[config.mk]
export PLATFORM = sky130hd
export DESIGN_NAME = fan_ctrl
export DESIGN_NICKNAME = d
export VERILOG_FILES = /design/src/rtl/fan_ctrl_pkg.sv /design/src/rtl/fan_ctrl.sv
export SDC_FILE = /design/constraint.sdc
export NUM_CORES = 1
export LEC_CHECK = 0
export ABC_CLOCK_PERIOD_IN_PS = 4800
export BUFFER_PORTS_ARGS = -buffer_cell sky130_fd_sc_hd__buf_2
export CAP_MARGIN = 20
export CORE_UTILIZATION = 55
export CTS_CLUSTER_DIAMETER = 150
export DETAILED_ROUTE_END_ITERATION = 8
export PLACE_DENSITY_LB_ADDON = 0.25
export SLEW_MARGIN = 20
export SYNTH_ARGS = -nofsm -noshare
export SYNTH_HDL_FRONTEND = slang
export SYNTH_SLANG_ARGS = --single-unit
[constraint.sdc]
create_clock -name CLK -period 4.8 [get_ports CLK]
set_input_delay 0.72 -clock CLK [delete_from_list [all_inputs] [get_ports CLK]]
set_output_delay 0.72 -clock CLK [all_outputs]
set_load 0.01 [all_outputs]
[src/rtl/fan_ctrl_pkg.sv]
package fan_ctrl_pkg;
    localparam int CLK_HZ = 10_000_000;
    localparam int NUM_FANS = 4;
    // pwm: 18 hz nominal, 100 steps of duty
    localparam int PWM_HZ = 18;
    localparam int PWM_STEPS = 100;
    localparam int PWM_STEP_CYC = CLK_HZ / (PWM_HZ * PWM_STEPS);
    // measurement window 125 ms, rotation 4 x 125 ms = 500 ms
    localparam int WINDOW_MS = 125;
    localparam int WINDOW_CYC = CLK_HZ / 1000 * WINDOW_MS;
    localparam int ROTATION_MS = 500;
    localparam int STAGGER_MS = 500;
    localparam int STAGGER_CYC = CLK_HZ / 1000 * STAGGER_MS;
    // glitch delay and fail-safe timeout units
    localparam int GLITCH_UNIT_MS = 1;
    localparam int GLITCH_UNIT_CYC = CLK_HZ / 1000 * GLITCH_UNIT_MS;
    localparam int FAILSAFE_UNIT_MS = 125;
    localparam int FAILSAFE_UNIT_CYC = CLK_HZ / 1000 * FAILSAFE_UNIT_MS;
    // result timer tick in clocks; 16 bits must span one window
    localparam int TICK_CYC = 20;
    // register map, word indices of a plain port
    localparam logic [3:0] ADDR_POWER0 = 4'h0;
    localparam logic [3:0] ADDR_REPORT_EN = 4'h4;
    localparam logic [3:0] ADDR_FAILSAFE_EN = 4'h5;
    localparam logic [3:0] ADDR_GLITCH = 4'h6;
    localparam logic [3:0] ADDR_TIMEOUT = 4'h7;
    localparam logic [3:0] ADDR_RESULT = 4'h8;
    localparam logic [3:0] ADDR_STATUS = 4'h9;
    localparam logic [3:0] ADDR_MASK = 4'ha;
    localparam logic [3:0] ADDR_EDGE_POL = 4'hb;
    localparam logic [3:0] ADDR_PPR = 4'hc;
    localparam logic [6:0] POWER_FULL = 7'h64;
    localparam logic [7:0] COUNT_INVALID = 8'hff;
    localparam logic [7:0] COUNT_MIN = 8'h03;
    localparam logic [1:0] PPR_RESET = 2'h2;
    localparam logic [7:0] GLITCH_RESET = 8'h01;
    localparam logic [7:0] TIMEOUT_RESET = 8'h08;
    // status bits
    localparam int ST_RESULT = 0;
    localparam int ST_FAILSAFE = 1;
    localparam int ST_STOPPED = 2;
    typedef enum logic [1:0] {MEAS_WAIT, MEAS_RUN} meas_state_t;
endpackage : fan_ctrl_pkg

[src/rtl/fan_ctrl.sv]
// The placing of the registers and the address-and-strobe port were left to the implementer.
module fan_ctrl
    import fan_ctrl_pkg::*;
(
    // clock and reset
    input wire logic CLK,
    input wire logic RST_B,
    // boot configuration
    input wire logic BOOT_VALID,
    input wire logic [6:0] BOOT_POWER [NUM_FANS],
    // register port
    input wire logic [3:0] ADDR,
    input wire logic [31:0] WDATA,
    input wire logic WR,
    input wire logic RD,
    output logic [31:0] RDATA,
    // fans
    input wire logic [NUM_FANS-1:0] TACH,
    output logic [NUM_FANS-1:0] SWITCH_OUT,
    output logic [NUM_FANS-1:0] SWITCH_OE,
    // result and interrupt
    output logic RESULT_STB,
    output logic IRQ
);
    logic [6:0] power_ff [NUM_FANS];
    logic [NUM_FANS-1:0] report_en_ff, failsafe_en_ff, edge_pol_ff;
    logic [7:0] glitch_ff, timeout_ff;
    logic [1:0] ppr_ff;
    logic [2:0] status_ff, mask_ff;
    logic [31:0] result_ff;
    logic booted_ff;
    logic [NUM_FANS-1:0] tach_s1_ff, tach_s2_ff, tach_s3_ff;
    logic [$clog2(PWM_STEP_CYC)-1:0] step_ff;
    logic [6:0] phase_ff;
    logic [NUM_FANS-1:0] pwm_on;
    logic [$clog2(STAGGER_CYC)-1:0] stagger_cnt_ff;
    logic [2:0] started_ff;
    logic [$clog2(FAILSAFE_UNIT_CYC)-1:0] fs_div_ff;
    logic [7:0] fs_cnt_ff;
    logic failsafe_ff;
    logic [$clog2(WINDOW_CYC)-1:0] win_ff;
    logic [1:0] fan_sel_ff;
    logic [$clog2(GLITCH_UNIT_CYC)-1:0] gl_div_ff;
    logic [7:0] gl_cnt_ff;
    logic [7:0] cyc_cnt_ff;
    logic [15:0] ticks_ff, tick_last_ff;
    meas_state_t meas_ff;
    logic [$clog2(TICK_CYC)-1:0] tick_div_ff;
    logic tick_en;
    logic [2:0] nxt_status;
    logic [NUM_FANS-1:0] tach_edge;
    logic win_end, power_wr, stretch_cap_edge;
    logic [2:0] events;

    assign power_wr = WR && (ADDR < ADDR_REPORT_EN);
    assign win_end = (win_ff == $bits(win_ff)'(WINDOW_CYC - 1));
    // timer ticks slower than the clock, so a full window fits sixteen bits
    assign tick_en = (tick_div_ff == $bits(tick_div_ff)'(TICK_CYC - 1));

    // power and configuration registers
    always_ff @(posedge CLK or negedge RST_B) begin
        if (!RST_B) begin
            for (int i = 0; i < NUM_FANS; i++) begin
                power_ff[i] <= POWER_FULL;
            end
            booted_ff <= 1'b0;
            report_en_ff <= '0;
            failsafe_en_ff <= '0;
            edge_pol_ff <= '0;
            glitch_ff <= GLITCH_RESET;
            timeout_ff <= TIMEOUT_RESET;
            ppr_ff <= PPR_RESET;
            mask_ff <= '0;
        end else begin
            booted_ff <= 1'b1;
            if (!booted_ff && BOOT_VALID) begin
                // boot values above full scale clamp as well
                for (int i = 0; i < NUM_FANS; i++) begin
                    power_ff[i] <= (BOOT_POWER[i] > POWER_FULL) ? POWER_FULL : BOOT_POWER[i];
                end
            end else if (power_wr) begin
                // values above full scale clamp to 100 percent
                power_ff[ADDR[1:0]] <= (WDATA[6:0] > POWER_FULL) ? POWER_FULL : WDATA[6:0];
            end
            if (WR && ADDR == ADDR_REPORT_EN) report_en_ff <= WDATA[NUM_FANS-1:0];
            if (WR && ADDR == ADDR_FAILSAFE_EN) failsafe_en_ff <= WDATA[NUM_FANS-1:0];
            if (WR && ADDR == ADDR_GLITCH) glitch_ff <= WDATA[7:0];
            if (WR && ADDR == ADDR_TIMEOUT) timeout_ff <= WDATA[7:0];
            if (WR && ADDR == ADDR_EDGE_POL) edge_pol_ff <= WDATA[NUM_FANS-1:0];
            if (WR && ADDR == ADDR_PPR) ppr_ff <= WDATA[1:0];
            if (WR && ADDR == ADDR_MASK) mask_ff <= WDATA[2:0];
        end
    end

    // tach synchroniser; first stage read only by second
    always_ff @(posedge CLK or negedge RST_B) begin
        if (!RST_B) begin
            // idle level of a pulled-up tach line, so no false edge follows reset
            tach_s1_ff <= '1;
            tach_s2_ff <= '1;
            tach_s3_ff <= '1;
        end else begin
            tach_s1_ff <= TACH;
            tach_s2_ff <= tach_s1_ff;
            tach_s3_ff <= tach_s2_ff;
        end
    end

    always_comb begin
        for (int i = 0; i < NUM_FANS; i++) begin
            // pol 0 counts rising edges, pol 1 falling
            tach_edge[i] = edge_pol_ff[i] ? (tach_s3_ff[i] && !tach_s2_ff[i])
                                          : (!tach_s3_ff[i] && tach_s2_ff[i]);
        end
    end

    // shared pwm timebase, 100 steps per period
    always_ff @(posedge CLK or negedge RST_B) begin
        if (!RST_B) begin
            step_ff <= '0;
            phase_ff <= '0;
        end else if (step_ff == $bits(step_ff)'(PWM_STEP_CYC - 1)) begin
            step_ff <= '0;
            phase_ff <= (phase_ff == POWER_FULL - 7'h01) ? 7'h00 : phase_ff + 7'h01;
        end else begin
            step_ff <= step_ff + 1'b1;
        end
    end

    always_comb begin
        for (int i = 0; i < NUM_FANS; i++) begin
            pwm_on[i] = (phase_ff < power_ff[i]) || (failsafe_ff && failsafe_en_ff[i]);
        end
    end

    // start-up stagger; one fan released per 0.5 s
    always_ff @(posedge CLK or negedge RST_B) begin
        if (!RST_B) begin
            stagger_cnt_ff <= '0;
            started_ff <= '0;
        end else if (started_ff < 3'(NUM_FANS)) begin
            if (power_ff[started_ff[1:0]] == 7'h00) begin
                // fans that are off take no slot
                started_ff <= started_ff + 3'h1;
            end else if (started_ff == 3'h0 || stagger_cnt_ff == $bits(stagger_cnt_ff)'(STAGGER_CYC - 1)) begin
                stagger_cnt_ff <= '0;
                started_ff <= started_ff + 3'h1;
            end else begin
                stagger_cnt_ff <= stagger_cnt_ff + 1'b1;
            end
        end
    end

    // host timeout, counted in 125 ms units since last power write
    always_ff @(posedge CLK or negedge RST_B) begin
        if (!RST_B) begin
            fs_div_ff <= '0;
            fs_cnt_ff <= '0;
            failsafe_ff <= 1'b0;
        end else if (power_wr) begin
            fs_div_ff <= '0;
            fs_cnt_ff <= '0;
            failsafe_ff <= 1'b0;
        end else if (fs_div_ff == $bits(fs_div_ff)'(FAILSAFE_UNIT_CYC - 1)) begin
            fs_div_ff <= '0;
            if (fs_cnt_ff != 8'hff) fs_cnt_ff <= fs_cnt_ff + 8'h01;
            if (timeout_ff != 8'h00 && fs_cnt_ff + 8'h01 >= timeout_ff) failsafe_ff <= 1'b1;
        end else begin
            fs_div_ff <= fs_div_ff + 1'b1;
        end
    end

    // measurement window and fan rotation
    always_ff @(posedge CLK or negedge RST_B) begin
        if (!RST_B) begin
            win_ff <= '0;
            fan_sel_ff <= '0;
        end else if (win_end) begin
            win_ff <= '0;
            fan_sel_ff <= fan_sel_ff + 2'h1;
        end else begin
            win_ff <= win_ff + 1'b1;
        end
    end

    // glitch delay, counted from window start (switch forced on)
    always_ff @(posedge CLK or negedge RST_B) begin
        if (!RST_B) begin
            gl_div_ff <= '0;
            gl_cnt_ff <= '0;
        end else if (win_end) begin
            gl_div_ff <= '0;
            gl_cnt_ff <= '0;
        end else if (gl_cnt_ff < glitch_ff) begin
            if (gl_div_ff == $bits(gl_div_ff)'(GLITCH_UNIT_CYC - 1)) begin
                gl_div_ff <= '0;
                gl_cnt_ff <= gl_cnt_ff + 8'h01;
            end else begin
                gl_div_ff <= gl_div_ff + 1'b1;
            end
        end
    end

    // timer tick prescaler, restarted with each window
    always_ff @(posedge CLK or negedge RST_B) begin
        if (!RST_B) begin
            tick_div_ff <= '0;
        end else if (win_end || tick_en) begin
            tick_div_ff <= '0;
        end else begin
            tick_div_ff <= tick_div_ff + 1'b1;
        end
    end

    assign stretch_cap_edge = tach_edge[fan_sel_ff] && (gl_cnt_ff >= glitch_ff);

    // tach counting over the window; ticks of last counted edge
    always_ff @(posedge CLK or negedge RST_B) begin
        if (!RST_B) begin
            cyc_cnt_ff <= '0;
            ticks_ff <= '0;
            tick_last_ff <= '0;
        end else if (win_end) begin
            cyc_cnt_ff <= '0;
            ticks_ff <= '0;
            tick_last_ff <= '0;
        end else begin
            if (tick_en && ticks_ff != 16'hffff) ticks_ff <= ticks_ff + 16'h0001;
            if (stretch_cap_edge && cyc_cnt_ff != COUNT_INVALID) begin
                cyc_cnt_ff <= cyc_cnt_ff + 8'h01;
                tick_last_ff <= ticks_ff;
            end
        end
    end

    // stretch from window start until glitch delay and two qualified edges
    always_ff @(posedge CLK or negedge RST_B) begin
        if (!RST_B) begin
            meas_ff <= MEAS_WAIT;
        end else if (win_end) begin
            meas_ff <= report_en_ff[fan_sel_ff + 2'h1] ? MEAS_RUN : MEAS_WAIT;
        end else begin
            case (meas_ff)
                MEAS_WAIT: meas_ff <= MEAS_WAIT;
                MEAS_RUN: begin
                    if (stretch_cap_edge && cyc_cnt_ff >= 8'h01) meas_ff <= MEAS_WAIT;
                end
                default: meas_ff <= MEAS_WAIT;
            endcase
        end
    end

    // result word: {index, count, ticks msb first}
    always_ff @(posedge CLK or negedge RST_B) begin
        if (!RST_B) begin
            result_ff <= '0;
            RESULT_STB <= 1'b0;
        end else begin
            RESULT_STB <= win_end && report_en_ff[fan_sel_ff];
            if (win_end && report_en_ff[fan_sel_ff]) begin
                // tick counter saturated: result not trustworthy
                result_ff <= {6'h00, fan_sel_ff, (ticks_ff == 16'hffff) ? COUNT_INVALID : cyc_cnt_ff,
                              tick_last_ff};
            end
        end
    end

    assign events[ST_RESULT] = win_end && report_en_ff[fan_sel_ff];
    assign events[ST_FAILSAFE] = failsafe_ff && !power_wr;
    assign events[ST_STOPPED] = events[ST_RESULT] && cyc_cnt_ff < COUNT_MIN;

    // sticky status, write one to clear; set wins
    // irq follows the next status so it rises with the bit, not a cycle later
    assign nxt_status = (status_ff & ~((WR && ADDR == ADDR_STATUS) ? WDATA[2:0] : 3'h0)) | events;

    always_ff @(posedge CLK or negedge RST_B) begin
        if (!RST_B) begin
            status_ff <= '0;
            IRQ <= 1'b0;
        end else begin
            status_ff <= nxt_status;
            IRQ <= |(nxt_status & mask_ff);
        end
    end

    // switch drive: open drain low side, oe high means switch on
    always_ff @(posedge CLK or negedge RST_B) begin
        if (!RST_B) begin
            SWITCH_OUT <= '0;
            SWITCH_OE <= '0;
        end else begin
            SWITCH_OUT <= '0;
            for (int i = 0; i < NUM_FANS; i++) begin
                // stretch ends with the window at latest
                SWITCH_OE[i] <= (3'(i) < started_ff) && (pwm_on[i] ||
                                (meas_ff == MEAS_RUN && fan_sel_ff == 2'(i) && !win_end));
            end
        end
    end

    // read port, data one cycle later
    always_ff @(posedge CLK or negedge RST_B) begin
        if (!RST_B) begin
            RDATA <= '0;
        end else if (RD) begin
            case (ADDR)
                ADDR_REPORT_EN: RDATA <= {28'h0, report_en_ff};
                ADDR_FAILSAFE_EN: RDATA <= {28'h0, failsafe_en_ff};
                ADDR_GLITCH: RDATA <= {24'h0, glitch_ff};
                ADDR_TIMEOUT: RDATA <= {24'h0, timeout_ff};
                ADDR_RESULT: RDATA <= result_ff;
                ADDR_STATUS: RDATA <= {29'h0, status_ff};
                ADDR_MASK: RDATA <= {29'h0, mask_ff};
                ADDR_EDGE_POL: RDATA <= {28'h0, edge_pol_ff};
                ADDR_PPR: RDATA <= {30'h0, ppr_ff};
                default: begin
                    // power words sit below the report enable word
                    RDATA <= (ADDR < ADDR_REPORT_EN) ? {25'h0, power_ff[ADDR[1:0]]} : '0;
                end
            endcase
        end else begin
            RDATA <= '0;
        end
    end
endmodule : fan_ctrl

==> results of run 1 <==
-- stage by stage --
stage	hold WS (ns)	cell area, um^2	setup WS, ns	util (%)
floorplan	0.345	15600	2.32	-
global placement	0.347	16300	1.73	58.7
detailed placement	0.349	16300	1.65	58.7
CTS	0.0934	17400	1.61	62.7
global route	0.103	17400	1.65	62.7
finish	0.0902	17400	1.76	62.7
-- area by class of cell --
cell class,count,area (um^2),share of cell area [%]
timing repair buffer,92,517,2.97
inverter,76,285,1.64
clock inverter,13,121,0.696
sequential,302,7590,43.6
clock buffer,49,977,5.61
tap,378,473,2.71
multi-input combinational,1205,7460,42.8
-- report_power, final --
part | switching [uW] | leakage (uW) | internal (uW) | total [uW]
clock network | 1060 | 0.000543 | 1490 | 2550
logic | 506 | 0.00354 | 372 | 878
registers | 240 | 0.00394 | 2790 | 3030
total | 1810 | 0.00802 | 4640 | 6450
-- cell usage in the layout (no fill, tap or decap), types with 10 or more instances in the layout --
master,n
dfrtp_1,275
nand2_1,223
nor2_1,152
o21ai_0,98
a21oi_1,86
nand3_1,79
buf_2,79
inv_1,76
ha_1,60
xnor2_1,52
nor3_1,42
clkbuf_16,34
xor2_1,28
and2_1,27
dfstp_2,27
a21o_1,25
nand4_1,24
mux2_2,23
and3_1,22
mux2i_1,18
nor4_1,18
nand2b_1,16
a211oi_1,14
or4_1,14
or3_1,14
o31ai_1,13
nor2b_1,12
a22oi_1,11
conb_1,11
mux4_2,10
a32oi_1,10
buf_4,10
-- worst max-delay path by stage --
| stage | from | to | cells past startpoint |
|---|---|---|---|
| 2_1_floorplan | gl_div_ff[6] | gl_cnt_ff[5] | 5 |
| 3_3_place_gp | gl_cnt_ff[5] | tick_last_ff[11] | 8 |
| 3_5_place_dp | gl_cnt_ff[5] | tick_last_ff[11] | 8 |
| 4_1_cts | gl_cnt_ff[5] | tick_last_ff[11] | 8 |
| 5_1_grt | gl_cnt_ff[7] | tick_last_ff[9] | 9 |
| 6_report | fs_div_ff[0] | fs_cnt_ff[5] | 7 |
-- sequential cells by signal, summed over array words and instances, names as in the netlist, 5 cells and up --
signal and cells:
power_ff 28, RDATA 26, result_ff 26, stagger_cnt_ff 23, fs_div_ff 21, win_ff 21
tick_last_ff 16, ticks_ff 16, gl_div_ff 14, step_ff 13, cyc_cnt_ff 8, fs_cnt_ff 8
gl_cnt_ff 8, glitch_ff 8, timeout_ff 8, phase_ff 7, tick_div_ff 5
-- metal layers --
metal / routed length (um) / vias up / part of all wire, % / track usage (%)
met5: 0 / - / 0 / 0
met4: 894 / 0 / 2.4 / 7.76
met3: 1940 / 68 / 5.3 / 3.47
met2: 17700 / 339 / 48 / 44.4
met1: 16200 / 5986 / 44 / 35.5
li1: - / 5905 / - / -
-- kinds of logic after synthesis --
family / share of synthesized area (%)
adders and majority gates: 4.82
buffers and inverters: 3.70
AOI/OAI and AO/OA: 12.2
DFF: 48.8
xor gates and xnor gates: 4.50
other: 0.0482
muxes: 4.27
and+or+nand+nor: 21.7
==> reports/metrics.yaml, run 1 <==
detailed_routing:
  vias: 12298
  drtIter0Drc: 982
  route.detailed.drc: 0
  firstDrtPassIters: 6
  drt-vias-per-instance: 5.81
  ant_nets: 0
  wl_per_cell_um: 17.4
  drt_wl_total_um: 36700
timing:
  period_share_pct: 63.4
  fin_skew_ns: 0.0248
  timing_max_transition_violations_final: 0
  relSlewSlack_pct: 16.1
  setup-tns-final_ns: 0
  hold_viol_final: 0
  rsz0062_at_grt: "no"
  fin_crit_ns: 3.04
  fmax_mhz: 329
  worst_pin_slew_ns: 1.25
  setup_violations: 0
worst_setup_path:
  cp.arrival_ns: 3.39
  critical_path.startpoint_type: "flip-flop"
  crit_path_end_kind: "flip-flop"
  cp_max_fo: 16
  path_delay_family: "simple AND/OR/NAND/NOR gates"
  reg2regPathDepth: 7
  worst-path-buf-inv: 0
  crit_chain: "ha_1 > and3_1 > nand4_1 > nor4_1 > a21oi_1 > nand2_1 > o21ai_0"
  r2r-start: "fs_div_ff[0]"
  path_class: "flip-flop to flip-flop"
  required_ns: 5.14
  critPathMaxStageDelay_ns: 1.06
  regToRegSetupSlack_ns: 1.76
  r2r-end: "fs_cnt_ff[5]"
  crit_slowest_cell: "nor4_1"
cells_and_area:
  drive_above_1_share_pct: 13.0
  layoutNonFillerInstCount: 2115
  diodes: 0
  area_delta_synth_final_pct: 12.0
  final_nets: 1844
  final.fill_count: 2362
synth:
  synth_cells: 1640
  synth_cell_type_count: 69
  async_flop_share_pct: 100
  ys_ff_latch: 302
  post-synth-top-count-cell: "dfrtp_1"
  synth_top_area_cell: "dfrtp_1"
  synth_area_per_cell_um2: 9.49
  syn-cell-area_um2: 15600
  synth.area.top_cells: "dfrtp_1 44%, nand2_1 5.4%, ha_1 4.8%"
  yosys-top-cells-count: "275 x dfrtp_1, 223 x nand2_1, 153 x nor2_1"
  ys_warn_count: 0
  dominantRegCellSynth: "dfrtp_1"
  synth_top_area_share_pct: 44.2
  ys_seq_area_share_pct: 48.8
  synth_edf_count: 0
cts:
  cts.sink_count: 302
  cts_htree_levels: 2
  tritoncts: "yes"
  cts-buffers-inserted: 34
  path_clk_slew_ns: 0.06
  clk_latency_ns: 0.52
  clk_path_buf_depth: 3
  cts_root_buf: "clkbuf_16"
  hold_buffers: 0
  cts-resized-gates: 0
  post_cts_buffers: 0
place:
  dp_hpwl_um: 25700
  gp_congestion: 0.969
  port_buffers: 80
  dpl.cell_count: 2052
floorplanning:
  die_height_um: 170
  rows: 61
  die-area_um2: 29000
  io_pins: 115
  dieWidth_um: 170
  coreArea_um2: 27800
  start_util_pct: 56.0
hold_path:
  hp-class: "input pin to async pin"
global_route:
  grt_max_degree: 118
  grt_pass1_vias: 11925
  grt_pass1_wl_um: 60800
  grt.total_usage_pct: 26.3
  gr-total-overflow: 0
  antenna_found_initial: 0
run:
  maxCapViolCount: 0
power_and_ir_drop:
  p_total_uw: 6450
  peakVddDrop_uv: 303
  power_per_cell_area_nw_per_um2: 370
  p_leak_uw: 0.00802
outcome:
  status: "completed"
Note: power is estimated with default switching activity, not from simulation.
==> inputs of run 2 (changes only) <==
--- a/config.mk
+++ b/config.mk
@@ -5,7 +5,8 @@
 export SDC_FILE = /design/constraint.sdc
 export NUM_CORES = 1
 export LEC_CHECK = 0
-export ABC_CLOCK_PERIOD_IN_PS = 4800
+export ABC_AREA = 1
+export ABC_CLOCK_PERIOD_IN_PS = 3000
 export BUFFER_PORTS_ARGS = -buffer_cell sky130_fd_sc_hd__buf_2
 export CAP_MARGIN = 20
 export CORE_UTILIZATION = 55
==> constraint.sdc (replaced) <==
create_clock -name CLK -period 3 [get_ports CLK]
set_input_delay 0.45 -clock CLK [delete_from_list [all_inputs] [get_ports CLK]]
set_output_delay 0.45 -clock CLK [all_outputs]
set_load 0.01 [all_outputs]
==> run 2 against run 1 <==
Largest cell class is now multi-input combinational cells; highest routed layer unchanged; largest power group unchanged; clock skew down 0.0059 ns; maximum frequency is 34% higher; via count is 21% higher; clock power increased by 70%; utilization is 0.64 points lower; register-to-register slack lost 1.0 ns; cell count increased by 28%.
==> reports/metrics.yaml, run 2 <==
cts:
  cts-buffers-inserted: 35
  cts_htree_levels: 2
  path_clk_slew_ns: 0.06
  clk_path_buf_depth: 3
  cts.sink_count: 302
  cts-resized-gates: 0
  hold_buffers: 1
  post_cts_buffers: 0
  cts_root_buf: "clkbuf_16"
  tritoncts: "yes"
  clk_latency_ns: 0.52
synth:
  post-synth-top-count-cell: "nand2_1"
  synth_cell_type_count: 50
  ys_seq_area_share_pct: 44.6
  synth_top_area_share_pct: 40.4
  ys_warn_count: 0
  async_flop_share_pct: 100
  synth_area_per_cell_um2: 7.72
  dominantRegCellSynth: "dfrtp_1"
  synth_edf_count: 0
  synth_top_area_cell: "dfrtp_1"
  synth_cells: 2203
  yosys-top-cells-count: "597 x nand2_1, 275 x dfrtp_1, 262 x inv_1"
  synth.area.top_cells: "dfrtp_1 40%, nand2_1 13%, inv_1 5.8%"
  ys_ff_latch: 302
  syn-cell-area_um2: 17000
cells_and_area:
  ff_latch_area_um2: 7590
  area_delta_synth_final_pct: 11.3
  top_regs: "power_ff (28), RDATA (26), result_ff (26)"
  final_common_cell: "nand2_1"
  diodes: 0
  multi_input_area_um2: 8010
  largest_register: "power_ff"
  final.fill_count: 2646
  final_cell_mix: "597 x nand2_1, 275 x dfrtp_1, 262 x inv_1"
  layoutNonFillerInstCount: 2715
  final_area_um2: 18900
  largest_reg_flops: 28
  final_nets: 2425
  drive_above_1_share_pct: 11.3
power_and_ir_drop:
  net-switching-power_uw: 3350
  p_total_uw: 11100
  p_comb_share_pct: 17.1
  p_leak_uw: 0.00940
  seqPwrFrac_pct: 43.9
  power_per_cell_area_nw_per_um2: 586
  swShare_pct: 30.2
  peakVddDrop_uv: 399
  p_clk_share_pct: 39.0
  p_int_uw: 7740
timing:
  hold_viol_final: 0
  timing_max_transition_violations_final: 0
  relSlewSlack_pct: 48.6
  fin_skew_ns: 0.0189
  setup_violations: 0
  setup-tns-final_ns: 0
  fin_crit_ns: 2.27
  period_share_pct: 75.5
  rsz0062_at_grt: "no"
  fmax_mhz: 441
  worst_pin_slew_ns: 0.771
detailed_routing:
  drt_wl_total_um: 42400
  firstDrtPassIters: 8
  drtIter0Drc: 1101
  drt-vias-per-instance: 5.46
  vias: 14835
  ant_nets: 0
  route.detailed.drc: 0
  wl_per_cell_um: 15.6
floorplanning:
  die_height_um: 178
  io_pins: 115
  die-area_um2: 31600
  dieWidth_um: 178
  start_util_pct: 55.8
  rows: 64
  coreArea_um2: 30500
worst_setup_path:
  critical_path.startpoint_type: "flip-flop"
  r2r-start: "win_ff[0]"
  path_class: "flip-flop to flip-flop"
  crit_path_end_kind: "flip-flop"
  crit_start: "win_ff[0]"
  cp.arrival_ns: 2.68
  required_ns: 3.41
  cp_max_fo: 34
global_route:
  grt_pass1_vias: 14501
  grt.total_usage_pct: 27.7
  gr-total-overflow: 0
  grt_pass1_wl_um: 70500
  antenna_found_initial: 0
  grt_max_degree: 85
hold_path:
  hp-class: "input pin to flip-flop"
  hp-start: "TACH[1]"
outcome:
  status: "completed"
place:
  gp_congestion: 0.933
  port_buffers: 80
  dp_hpwl_um: 30500
  place_area_um2: 17800
  dpl.cell_count: 2650
run:
  maxCapViolCount: 0
-- run 2: cell count changes in the layout (fill, tap and decap cells not counted), moves of 23 or more --
cell     delta
a21oi_1    -28
and2_1     -26
inv_1     +186
mux2_2     -23
nand2_1   +374
nand3_1    +88
nand4_1    +33
nor2_1     +46
nor3_1     +23
o21ai_1    +31
xnor2_1    -39
-- run 2: metal layers --
| layer | vias to the layer above | routed length, um | track usage [%] |
|---|---|---|---|
| met3 | 95 | 2100 | 3.47 |
| met2 | 436 | 19800 | 46.1 |
| met1 | 6977 | 19200 | 36.8 |
| met5 | - | 0 | 0 |
| met4 | 0 | 1360 | 10.2 |
| li1 | 7327 | - | - |
-- run 2: final cells by class --
cell class,instances,area share (%)
repair buffers,99,3.13
clock buffers,57,5.65
clock inverters,7,0.548
inverters,286,5.67
multi-input cells,1568,42.3
flip-flops and latches,302,40.1
well taps,396,2.62
-- run 2: power by group through the flow --
stage / logic (uW) / registers, uW / clock network (uW)
after global routing: 2160 / 4920 / 4590
after global placement: 1810 / 4910 / 0
after CTS: 1900 / 4860 / 4420
final: 1890 / 4870 / 4330
after floorplan: 1340 / 4820 / 0
after detailed placement: 1870 / 4920 / 0
-- run 2: path summary, 6_finish.rpt --
kind | endpoint | slack, ns | cells past startpoint
min | tach_s1_ff[1] | 0.02 | 1
max | tick_last_ff[9] | 0.73 | 10
max reg2reg | tick_last_ff[9] | 0.73 | 10
min in group asynchronous | power_ff[21] | 0.56 | 2
min reg2reg | tach_s2_ff[1] | 0.36 | 0
max in group asynchronous | ppr_ff[1] | 1.54 | 3
-- run 2: critical path, cell delays in order (launching register included) --
cell,delay (ns)
dfrtp_1,0.42
ha_1,0.28
nand3_2,0.12
clkinv_2,0.11
nand2_2,0.10
nor2_4,0.05
nand2_4,0.21
buf_4,0.41
nand2_4,0.25
nand2_1,0.12
nand2_1,0.06
-- run 2: logic make-up after synthesis --
family | after synthesis | share of synthesized area [%]
simple gates | 1152 | 29.7
compound gates | 283 | 9.57
buf+inv | 342 | 8.49
flops | 302 | 44.6
fa+ha+maj | 60 | 4.41
other cells | 2 | 0.0441
xor+xnor | 62 | 3.19
-- run 2: stage by stage --
step                      hold slack [ns]  utilization (%)  setup slack [ns]
after detailed placement            0.347             58.2             0.759
after floorplan                     0.154                -              1.15
final                              0.0207             62.1             0.734
after global routing              0.00206             62.1             0.541
after global placement              0.346             58.2             0.785
after CTS                         0.00145             62.1             0.758
